===== src/hw/cfg_pkg.sv =====
// Constants, field layouts and carrier types of the wake and interrupt configuration block.
package cfg_pkg;

    // Serial frame layout.
    localparam int unsigned FRAME_BITS = 16;
    localparam int unsigned FLAG_BITS = 8;
    localparam int unsigned CNT_W = 5;
    localparam logic [CNT_W-1:0] FRAME_LEN = 5'h10;
    localparam logic [CNT_W-1:0] FLAG_LEN = 5'h08;
    localparam logic [CNT_W-1:0] ADDR_LAST_CNT = 5'h06;
    localparam int unsigned RW_BIT = 15;
    localparam int unsigned ADDR_W = 6;

    // Register addresses as carried in the frame.
    localparam logic [ADDR_W-1:0] ADDR_WAKE_CFG = 6'h03;
    localparam logic [ADDR_W-1:0] ADDR_IRQ_CFG = 6'h04;

    // Reset values (power-on only) and the writable bits of the wake register.
    localparam logic [7:0] WAKE_CFG_RESET = 8'h00;
    localparam logic [7:0] IRQ_CFG_RESET = 8'h00;
    localparam logic [7:0] WAKE_WRITE_MASK = 8'hF7;
    localparam logic [7:0] READ_UNMAPPED = 8'h00;

    // Wake selections for the pin five input.
    localparam logic [1:0] WAKE_NONE = 2'h0;
    localparam logic [1:0] WAKE_HIGH = 2'h1;
    localparam logic [1:0] WAKE_LOW = 2'h2;
    localparam logic [1:0] WAKE_ANY = 2'h3;

    // Times in nanoseconds and their counts at the system clock.
    localparam int unsigned CLK_PERIOD_NS = 10;
    localparam int unsigned CAN_TO_SHORT_NS = 120000;
    localparam int unsigned CAN_TO_LONG_NS = 2800000;
    localparam int unsigned INT_LONG_NS = 100000;
    localparam int unsigned INT_SHORT_NS = 25000;
    localparam int unsigned CAN_TO_SHORT_CYC = CAN_TO_SHORT_NS / CLK_PERIOD_NS;
    localparam int unsigned CAN_TO_LONG_CYC = CAN_TO_LONG_NS / CLK_PERIOD_NS;
    localparam int unsigned INT_LONG_CYC = INT_LONG_NS / CLK_PERIOD_NS;
    localparam int unsigned INT_SHORT_CYC = INT_SHORT_NS / CLK_PERIOD_NS;
    localparam int unsigned TIMER_W = 22;

    typedef enum logic [1:0] {SLEW_20K, SLEW_10K, SLEW_FAST} lin_slew_e;

    typedef struct packed {
        logic [1:0] pin5_wake_select;
        logic can_disable_sleep;
        logic can_wake_timeout_select;
        logic reserved;
        logic lin_undervoltage_recessive_disable;
        logic [1:0] lin_slew_select;
    } wake_cfg_s;

    typedef struct packed {
        logic int_short_pulse;
        logic lin_error_irq_mask;
        logic global_irq_mask;
        logic sense_uv_irq_mask;
        logic preregulator_irq_mask;
        logic core_supply_irq_mask;
        logic aux_supplies_irq_mask;
        logic can_error_irq_mask;
    } irq_cfg_s;

    // One-cycle event strobes from the interrupt sources.
    typedef struct packed {
        logic other;
        logic lin_error;
        logic sense_uv;
        logic preregulator;
        logic core_supply;
        logic aux_supplies;
        logic can_error;
    } irq_events_s;

endpackage : cfg_pkg


===== src/hw/wake_and_interrupt_config.sv =====
// Wake, transceiver and interrupt configuration registers behind the serial port.
`timescale 1ns/1ps
`default_nettype none

module wake_and_interrupt_config #(
    parameter int unsigned CAN_TO_SHORT_CYCLES = cfg_pkg::CAN_TO_SHORT_CYC,
    parameter int unsigned CAN_TO_LONG_CYCLES = cfg_pkg::CAN_TO_LONG_CYC,
    parameter int unsigned INT_LONG_CYCLES = cfg_pkg::INT_LONG_CYC,
    parameter int unsigned INT_SHORT_CYCLES = cfg_pkg::INT_SHORT_CYC
) (
    input wire logic sys_clk,
    input wire logic rstn,
    input wire logic frame_reset,
    input wire logic spi_cs_b,
    input wire logic spi_sclk,
    input wire logic spi_mosi,
    output logic spi_miso,
    output logic spi_miso_oe,
    input wire logic [cfg_pkg::FLAG_BITS-1:0] global_flags,
    output logic frame_error,
    input wire logic io5_level,
    output logic io5_wake,
    input wire logic failsafe_output_b,
    input wire logic failsafe_affects_can,
    output logic can_rx_only,
    output logic can_sleep,
    input wire logic can_wake_pattern_active,
    output logic can_wake_timeout,
    input wire logic battery_supply_below_7v,
    output logic lin_force_recessive,
    output cfg_pkg::lin_slew_e lin_slew_mode,
    input wire cfg_pkg::irq_events_s irq_events,
    output logic int_b
);
    import cfg_pkg::*;

    localparam logic [TIMER_W-1:0] CAN_SHORT = TIMER_W'(CAN_TO_SHORT_CYCLES);
    localparam logic [TIMER_W-1:0] CAN_LONG = TIMER_W'(CAN_TO_LONG_CYCLES);
    localparam logic [TIMER_W-1:0] INT_LONG = TIMER_W'(INT_LONG_CYCLES);
    localparam logic [TIMER_W-1:0] INT_SHORT = TIMER_W'(INT_SHORT_CYCLES);
    localparam logic [TIMER_W-1:0] TIMER_ONE = TIMER_W'(1);
    localparam logic [TIMER_W-1:0] TIMER_ZERO = TIMER_W'(0);
    localparam logic [CNT_W-1:0] CNT_ONE = CNT_W'(1);

    // Readback of the register at the given address; unmapped reads as zero.
    function automatic logic [7:0] read_reg(input logic [ADDR_W-1:0] addr,
                                            input wake_cfg_s wake, input irq_cfg_s irq);
        logic [7:0] val;
        val = READ_UNMAPPED;
        if (addr == ADDR_WAKE_CFG) begin
            val = wake & WAKE_WRITE_MASK;
        end else if (addr == ADDR_IRQ_CFG) begin
            val = irq;
        end
        return val;
    endfunction : read_reg

    // Serial port state.
    logic sclk_q, sclk_d;
    logic cs_b_q, cs_b_d;
    logic [CNT_W-1:0] cnt_q, cnt_d;
    logic [FRAME_BITS-1:0] rx_q, rx_d;
    logic [ADDR_W-1:0] addr_q, addr_d;
    logic [FLAG_BITS-1:0] flags_q, flags_d;
    logic miso_q, miso_d;
    logic write_q, write_d;
    logic err_q, err_d;

    // Configuration registers.
    wake_cfg_s wake_cfg_q, wake_cfg_d;
    irq_cfg_s irq_cfg_q, irq_cfg_d;

    // Behaviour outputs.
    logic io5_prev_q, io5_prev_d;
    logic io5_wake_q, io5_wake_d;
    logic can_rx_only_q, can_rx_only_d;
    logic can_sleep_q, can_sleep_d;
    logic lin_rec_q, lin_rec_d;
    lin_slew_e slew_q, slew_d;

    // Timers.
    logic [TIMER_W-1:0] can_cnt_q, can_cnt_d;
    logic can_to_q, can_to_d;
    logic [TIMER_W-1:0] irq_cnt_q, irq_cnt_d;
    logic int_b_q, int_b_d;

    logic sclk_rise, sclk_fall, cs_fall, cs_rise;
    logic parity_ok, addr_mapped;
    logic [7:0] readback;
    logic [TIMER_W-1:0] can_limit, int_width;
    logic irq_fire;

    // Serial port: data is sampled on the falling clock edge and shifted out on the rising one.
    always_comb begin
        sclk_rise = spi_sclk & ~sclk_q;
        sclk_fall = ~spi_sclk & sclk_q;
        cs_fall = ~spi_cs_b & cs_b_q;
        cs_rise = spi_cs_b & ~cs_b_q;
        parity_ok = ^rx_q;
        addr_mapped = (addr_q == ADDR_WAKE_CFG) || (addr_q == ADDR_IRQ_CFG);
        readback = read_reg(addr_q, wake_cfg_q, irq_cfg_q);
        sclk_d = spi_sclk;
        cs_b_d = spi_cs_b;
        cnt_d = cnt_q;
        rx_d = rx_q;
        addr_d = addr_q;
        flags_d = flags_q;
        miso_d = miso_q;
        write_d = 1'b0;
        err_d = 1'b0;
        if (frame_reset) begin
            cnt_d = '0;
            rx_d = '0;
            addr_d = '0;
            miso_d = 1'b0;
        end else if (cs_fall) begin
            // Flags are frozen at frame start so the host sees one coherent snapshot.
            cnt_d = '0;
            rx_d = '0;
            flags_d = global_flags;
            miso_d = 1'b0;
        end else if (!spi_cs_b) begin
            if (sclk_fall && cnt_q < FRAME_LEN) begin
                rx_d = {rx_q[FRAME_BITS-2:0], spi_mosi};
                cnt_d = cnt_q + CNT_ONE;
                if (cnt_q == ADDR_LAST_CNT) begin
                    addr_d = {rx_q[ADDR_W-2:0], spi_mosi};
                end
            end
            if (sclk_rise) begin
                if (cnt_q < FLAG_LEN) begin
                    miso_d = flags_q[3'(FLAG_LEN - CNT_ONE - cnt_q)];
                end else if (cnt_q < FRAME_LEN) begin
                    miso_d = readback[3'(FRAME_LEN - CNT_ONE - cnt_q)];
                end else begin
                    miso_d = 1'b0;
                end
            end
        end else if (cs_rise) begin
            // Only a whole frame with good odd parity may change a register.
            write_d = (cnt_q == FRAME_LEN) && rx_q[RW_BIT] && parity_ok && addr_mapped;
            err_d = (cnt_q != FRAME_LEN) || (rx_q[RW_BIT] && !parity_ok);
        end
    end

    always_ff @(posedge sys_clk or negedge rstn) begin
        if (!rstn) begin
            sclk_q <= 1'b0;
            cs_b_q <= 1'b1;
            cnt_q <= '0;
            rx_q <= '0;
            addr_q <= '0;
            flags_q <= '0;
            miso_q <= 1'b0;
            write_q <= 1'b0;
            err_q <= 1'b0;
        end else begin
            sclk_q <= sclk_d;
            cs_b_q <= cs_b_d;
            cnt_q <= cnt_d;
            rx_q <= rx_d;
            addr_q <= addr_d;
            flags_q <= flags_d;
            miso_q <= miso_d;
            write_q <= write_d;
            err_q <= err_d;
        end
    end

    // Configuration registers; frame_reset leaves them alone, only rstn restores them.
    always_comb begin
        wake_cfg_d = wake_cfg_q;
        irq_cfg_d = irq_cfg_q;
        if (write_q) begin
            if (addr_q == ADDR_WAKE_CFG) begin
                wake_cfg_d = rx_q[7:0] & WAKE_WRITE_MASK;
            end else if (addr_q == ADDR_IRQ_CFG) begin
                irq_cfg_d = rx_q[7:0];
            end
        end
    end

    always_ff @(posedge sys_clk or negedge rstn) begin
        if (!rstn) begin
            wake_cfg_q <= WAKE_CFG_RESET;
            irq_cfg_q <= IRQ_CFG_RESET;
        end else begin
            wake_cfg_q <= wake_cfg_d;
            irq_cfg_q <= irq_cfg_d;
        end
    end

    // Pin wake, CAN fail-safe behaviour and LIN settings.
    always_comb begin
        io5_prev_d = io5_level;
        case (wake_cfg_q.pin5_wake_select)
            WAKE_HIGH: io5_wake_d = io5_level;
            WAKE_LOW: io5_wake_d = ~io5_level;
            WAKE_ANY: io5_wake_d = io5_level ^ io5_prev_q;
            default: io5_wake_d = 1'b0;
        endcase
        can_rx_only_d = ~failsafe_output_b & failsafe_affects_can
                        & ~wake_cfg_q.can_disable_sleep;
        can_sleep_d = ~failsafe_output_b & failsafe_affects_can
                      & wake_cfg_q.can_disable_sleep;
        lin_rec_d = battery_supply_below_7v
                    & ~wake_cfg_q.lin_undervoltage_recessive_disable;
        if (wake_cfg_q.lin_slew_select[1]) begin
            slew_d = SLEW_FAST;
        end else if (wake_cfg_q.lin_slew_select[0]) begin
            slew_d = SLEW_10K;
        end else begin
            slew_d = SLEW_20K;
        end
    end

    always_ff @(posedge sys_clk or negedge rstn) begin
        if (!rstn) begin
            io5_prev_q <= 1'b0;
            io5_wake_q <= 1'b0;
            can_rx_only_q <= 1'b0;
            can_sleep_q <= 1'b0;
            lin_rec_q <= 1'b0;
            slew_q <= SLEW_20K;
        end else begin
            io5_prev_q <= io5_prev_d;
            io5_wake_q <= io5_wake_d;
            can_rx_only_q <= can_rx_only_d;
            can_sleep_q <= can_sleep_d;
            lin_rec_q <= lin_rec_d;
            slew_q <= slew_d;
        end
    end

    // CAN wake timeout and interrupt pulse timers.
    always_comb begin
        can_limit = wake_cfg_q.can_wake_timeout_select ? CAN_LONG : CAN_SHORT;
        int_width = irq_cfg_q.int_short_pulse ? INT_SHORT : INT_LONG;
        irq_fire = ~irq_cfg_q.global_irq_mask & (
                   irq_events.other
                   | (irq_events.lin_error & ~irq_cfg_q.lin_error_irq_mask)
                   | (irq_events.sense_uv & ~irq_cfg_q.sense_uv_irq_mask)
                   | (irq_events.preregulator & ~irq_cfg_q.preregulator_irq_mask)
                   | (irq_events.core_supply & ~irq_cfg_q.core_supply_irq_mask)
                   | (irq_events.aux_supplies & ~irq_cfg_q.aux_supplies_irq_mask)
                   | (irq_events.can_error & ~irq_cfg_q.can_error_irq_mask));
        can_cnt_d = can_cnt_q;
        can_to_d = 1'b0;
        if (!can_wake_pattern_active) begin
            can_cnt_d = TIMER_ZERO;
        end else if (can_cnt_q < can_limit) begin
            can_cnt_d = can_cnt_q + TIMER_ONE;
            can_to_d = (can_cnt_q == can_limit - TIMER_ONE);
        end
        // Events during a running pulse merge into it rather than queue a second one.
        irq_cnt_d = irq_cnt_q;
        if (irq_cnt_q != TIMER_ZERO) begin
            irq_cnt_d = irq_cnt_q - TIMER_ONE;
        end else if (irq_fire) begin
            irq_cnt_d = int_width;
        end
        int_b_d = (irq_cnt_d == TIMER_ZERO);
    end

    always_ff @(posedge sys_clk or negedge rstn) begin
        if (!rstn) begin
            can_cnt_q <= '0;
            can_to_q <= 1'b0;
            irq_cnt_q <= '0;
            int_b_q <= 1'b1;
        end else begin
            can_cnt_q <= can_cnt_d;
            can_to_q <= can_to_d;
            irq_cnt_q <= irq_cnt_d;
            int_b_q <= int_b_d;
        end
    end

    assign spi_miso = miso_q;
    assign spi_miso_oe = ~cs_b_q;
    assign frame_error = err_q;
    assign io5_wake = io5_wake_q;
    assign can_rx_only = can_rx_only_q;
    assign can_sleep = can_sleep_q;
    assign can_wake_timeout = can_to_q;
    assign lin_force_recessive = lin_rec_q;
    assign lin_slew_mode = slew_q;
    assign int_b = int_b_q;

endmodule : wake_and_interrupt_config
`default_nettype wire


===== config.mk =====
export PLATFORM = sky130hd
export DESIGN_NAME = wake_and_interrupt_config
export DESIGN_NICKNAME = d
export VERILOG_FILES = /design/src/hw/cfg_pkg.sv /design/src/hw/wake_and_interrupt_config.sv
export SDC_FILE = /design/constraint.sdc
export NUM_CORES = 1
export LEC_CHECK = 0
export BUFFER_PORTS_ARGS = -buffer_cell sky130_fd_sc_hd__buf_2
export CORE_MARGIN = 4
export CORE_UTILIZATION = 50
export CTS_CLUSTER_SIZE = 14
export DETAILED_ROUTE_END_ITERATION = 7
export PLACE_DENSITY = 0.76
export SLEW_MARGIN = 10
export SYNTH_ARGS = -nofsm -noshare
export SYNTH_HDL_FRONTEND = slang
export SYNTH_SLANG_ARGS = --single-unit

===== constraint.sdc =====
create_clock -name sys_clk -period 2.45 [get_ports sys_clk]
set_input_delay 0.245 -clock sys_clk [delete_from_list [all_inputs] [get_ports sys_clk]]
set_output_delay 0.245 -clock sys_clk [all_outputs]
set_load 0.01 [all_outputs]

==> reports/metrics.csv <==
stage,metric,value,unit
critical_path,path_cells,inv_2 > ha_4 > nor4b_4 > nand4b_4 > or2_4 > mux2_4 > o211a_1 > nor4bb_2 > and4bb_1,
cts,ctsHtreeMaxLevel,3,
route,top_layer_used,met4,
route,drt-total-wl,12290,um
timing,fin_crit,2489,ps
cts,cts_sinks,108,
critical_path,cp-startpoint,irq_cnt_q[0],
place,gp_congestion,0.9236,
critical_path,r2r-start,irq_cnt_q[0],
finish,num-fill-cells,916,
run_status,status,"finished, violations left",
place,dp.cells,728,
finish,antenna_cells,0,
route,wl_met3,497,um
critical_path,r2r_slack,-40,ps
global_routing,grt_usage,20.15,%
finish,drive_gt1_share,23.75,%
route,wl_met1,5586,um
global_routing,antenna_found_initial,0,
place,dp_slack,-82.77,ps
yosys,yosysWarnings,0,
yosys,ys_seq_area_share,48.62,%
job,maxCapViolations,0,
hold_path,hold_class,primary input to register,
timing,worst_pin_slew,649.5,ps
power,vdd_drop_max,0.4111,mV
finish,post-route-util,59.08,%
route,route.detailed.drc,0,
place,dp_hpwl,8800,um
yosys,synthDistinctLibCells,65,
critical_path,criticalPathCategory,register to register,
critical_path,arrival,2820,ps
hold_path,worstHoldStart,failsafe_output_b,
global_routing,grt_pass1_vias,4314,
yosys,syn_area_per_cell,10.28,um^2
finish,layout.nets,652,
die,dieArea,0.01288,mm^2
route,vias,4243,
place,numPortBuffers,36,
critical_path,critPathBufInv,1,
timing,finalClockSkew,11.39,ps
critical_path,max_stage_delay,410,ps
die,core.rowCount,38,
die,floorplan.initialDensity,51.10,%
cts,clk_latency,390,ps
yosys,ys_ff_latch,108,
die,die_width,113.5,um
route,first_pass_iters,5,
route,drtIter0Drc,303,
yosys,yosysTopAreaCellShare,47.67,%
cts,cts_buffers,9,
timing,period_share,101.6,%
die,core_area,0.01089,mm^2
timing,drv_slew,0,
global_routing,grt_pass1_wl,21050,um
route,postRouteAntennaNets,0,
die,die_h,113.5,um
finish,multi_input_area,0.002811,mm^2
yosys,synth-edff-count,0,
route,wl_met2,5948,um
yosys,postSynth.asyncResetShare,100.0,%
finish,stdcell_count,759,
timing,fin_ws,-39.46,ps
critical_path,end_kind,register,
yosys,synth_area,0.005564,mm^2
critical_path,cpMaxStageDelayCell,dfrtp_1,
power,power.density,487.8,mW/mm^2
run_status,violations,negative setup slack,
timing,whs,13.60,ps
yosys,post-synth-top-count-cell,dfrtp_1,
route,via_per_inst,5.590,
critical_path,cp_top_family,simple AND/OR/NAND/NOR gates,
critical_path,startpoint_type,register,
cts,cts_tree,done,
yosys,synth_top_area_cell,dfrtp_1,
critical_path,critPathMaxFanout,5,
finish,regArea,0.002706,mm^2
die,pin_count,37,
finish,area_delta_synth_final,15.61,%
timing,slew_headroom,56.54,%
yosys,netlist_instances,541,
route,wl_per_cell,16.20,um
global_routing,grt_overflow,0,
cts,worst_setup_hold_path_clk_slew,100,ps
timing,setup_violations,1,
timing,max_freq,401.7,MHz
timing,grt_setup_unrepaired,true,
yosys,yosys-top-cells-area,"dfrtp_1 (48%), nand2_1 (5.3%), mux2_2 (5.1%), xnor2_1 (4.7%), o21ai_0 (3.7%)",
cts,cts_root_buf,clkbuf_8,
yosys,syn-num-nets,579,
cts,cts_buffer_depth,2,
yosys,synthTopCellsByCount,"dfrtp_1 (106), nand2_1 (79), o21ai_0 (41)",
timing,hold_viol,0,
yosys,ys.flop_type,dfrtp_1,
global_routing,grt_start_max_net_pins,70,
power,leakagePower,0.002909,uW
critical_path,cp.required,2780,ps
[worst register-to-register path, cell delays in order, from the launching register on]
cell	delay, ps
dfrtp_1	410
inv_2	90
ha_4	130
nor4b_4	290
nand4b_4	180
or2_4	320
mux2_4	300
o211a_1	230
nor4bb_2	270
and4bb_1	230
[sequential cells by signal, indices dropped and copies added (netlist names), 5 cells and up]
signal,count
can_cnt_q,22
irq_cnt_q,22
addr_q,6
irq_cfg_q,8
rx_q,16
flags_q,8
cnt_q,5
wake_cfg_q,7
[worst paths after layout]
| path | to | cells past startpoint |
|---|---|---|
| max | int_b | 9 |
| min | can_rx_only | 2 |
| max reg2reg | int_b | 9 |
| min reg2reg | lin_slew_mode[1] | 0 |
| max in group asynchronous | cs_b_q | 3 |
| min in group asynchronous | irq_cnt_q[12] | 2 |
[cells in the final DEF, fill, tap and decap left out, types with 5 or more instances in the layout]
cell / synthesis / routed
a21oi_1: 8 / 8
and2_1: 20 / 20
buf_2: 0 / 35
buf_4: 0 / 35
clkbuf_8: 0 / 9
dfrtp_1: 106 / 105
ha_1: 12 / 11
inv_1: 21 / 19
mux2_2: 25 / 25
mux2i_1: 5 / 5
mux4_2: 5 / 5
nand2_1: 79 / 78
nand2b_1: 6 / 6
nand3_1: 16 / 16
nand4_1: 12 / 12
nand4b_1: 5 / 5
nor2_1: 29 / 28
nor2b_1: 7 / 7
nor3_1: 16 / 16
nor4_1: 9 / 5
o211ai_1: 6 / 6
o21ai_0: 41 / 40
or3_1: 6 / 6
xnor2_1: 30 / 30
xor2_1: 9 / 9
[per-stage QoR]
step,power (uW),TNS (ps),area [um^2]
global placement,2184,0,6066
floorplan,2073,0,5564
global route,3281,-179.3,6432
CTS,3176,-22.81,6334
finish,3137,-39.46,6432
detailed placement,2196,-82.77,6066
[power breakdown]
group	internal [uW]	switching [uW]
registers	1840	55.5
clock network	372	598
logic	125	148
[layout make-up]
cell class / count / share of cell area (%)
Tap cell: 140 / 2.723
Inverter: 21 / 1.225
Multi-Input combinational cell: 399 / 43.71
Timing Repair Buffer: 75 / 7.742
Sequential cell: 108 / 42.07
Clock inverter: 4 / 0.4279
Clock buffer: 12 / 2.101
[cells by family after synthesis]
| group | Yosys count | synth area share, % |
|---|---|---|
| mux | 36 | 8.253 |
| flops | 108 | 48.62 |
| buf+inv | 34 | 2.294 |
| compound gates | 80 | 9.062 |
| xor+xnor | 39 | 6.139 |
| fa+ha+maj | 12 | 2.698 |
| simple gates | 232 | 22.94 |
[metal layers]
metal	up-vias	global-route usage, %
li1	2054	-
met1	2086	27.68
met2	83	31.96
met3	20	4.350
met4	0	6.651
met5	-	0
[repair_timing]
action,in CTS,in global routing
endpoints found under the hold margin,78,0
hold buffers,4,0
buffers inserted,6,5
resized for setup,6,12
endpoints found under the setup margin,1,3
pin swaps,8,7
Note: power is estimated with default switching activity, not from simulation.
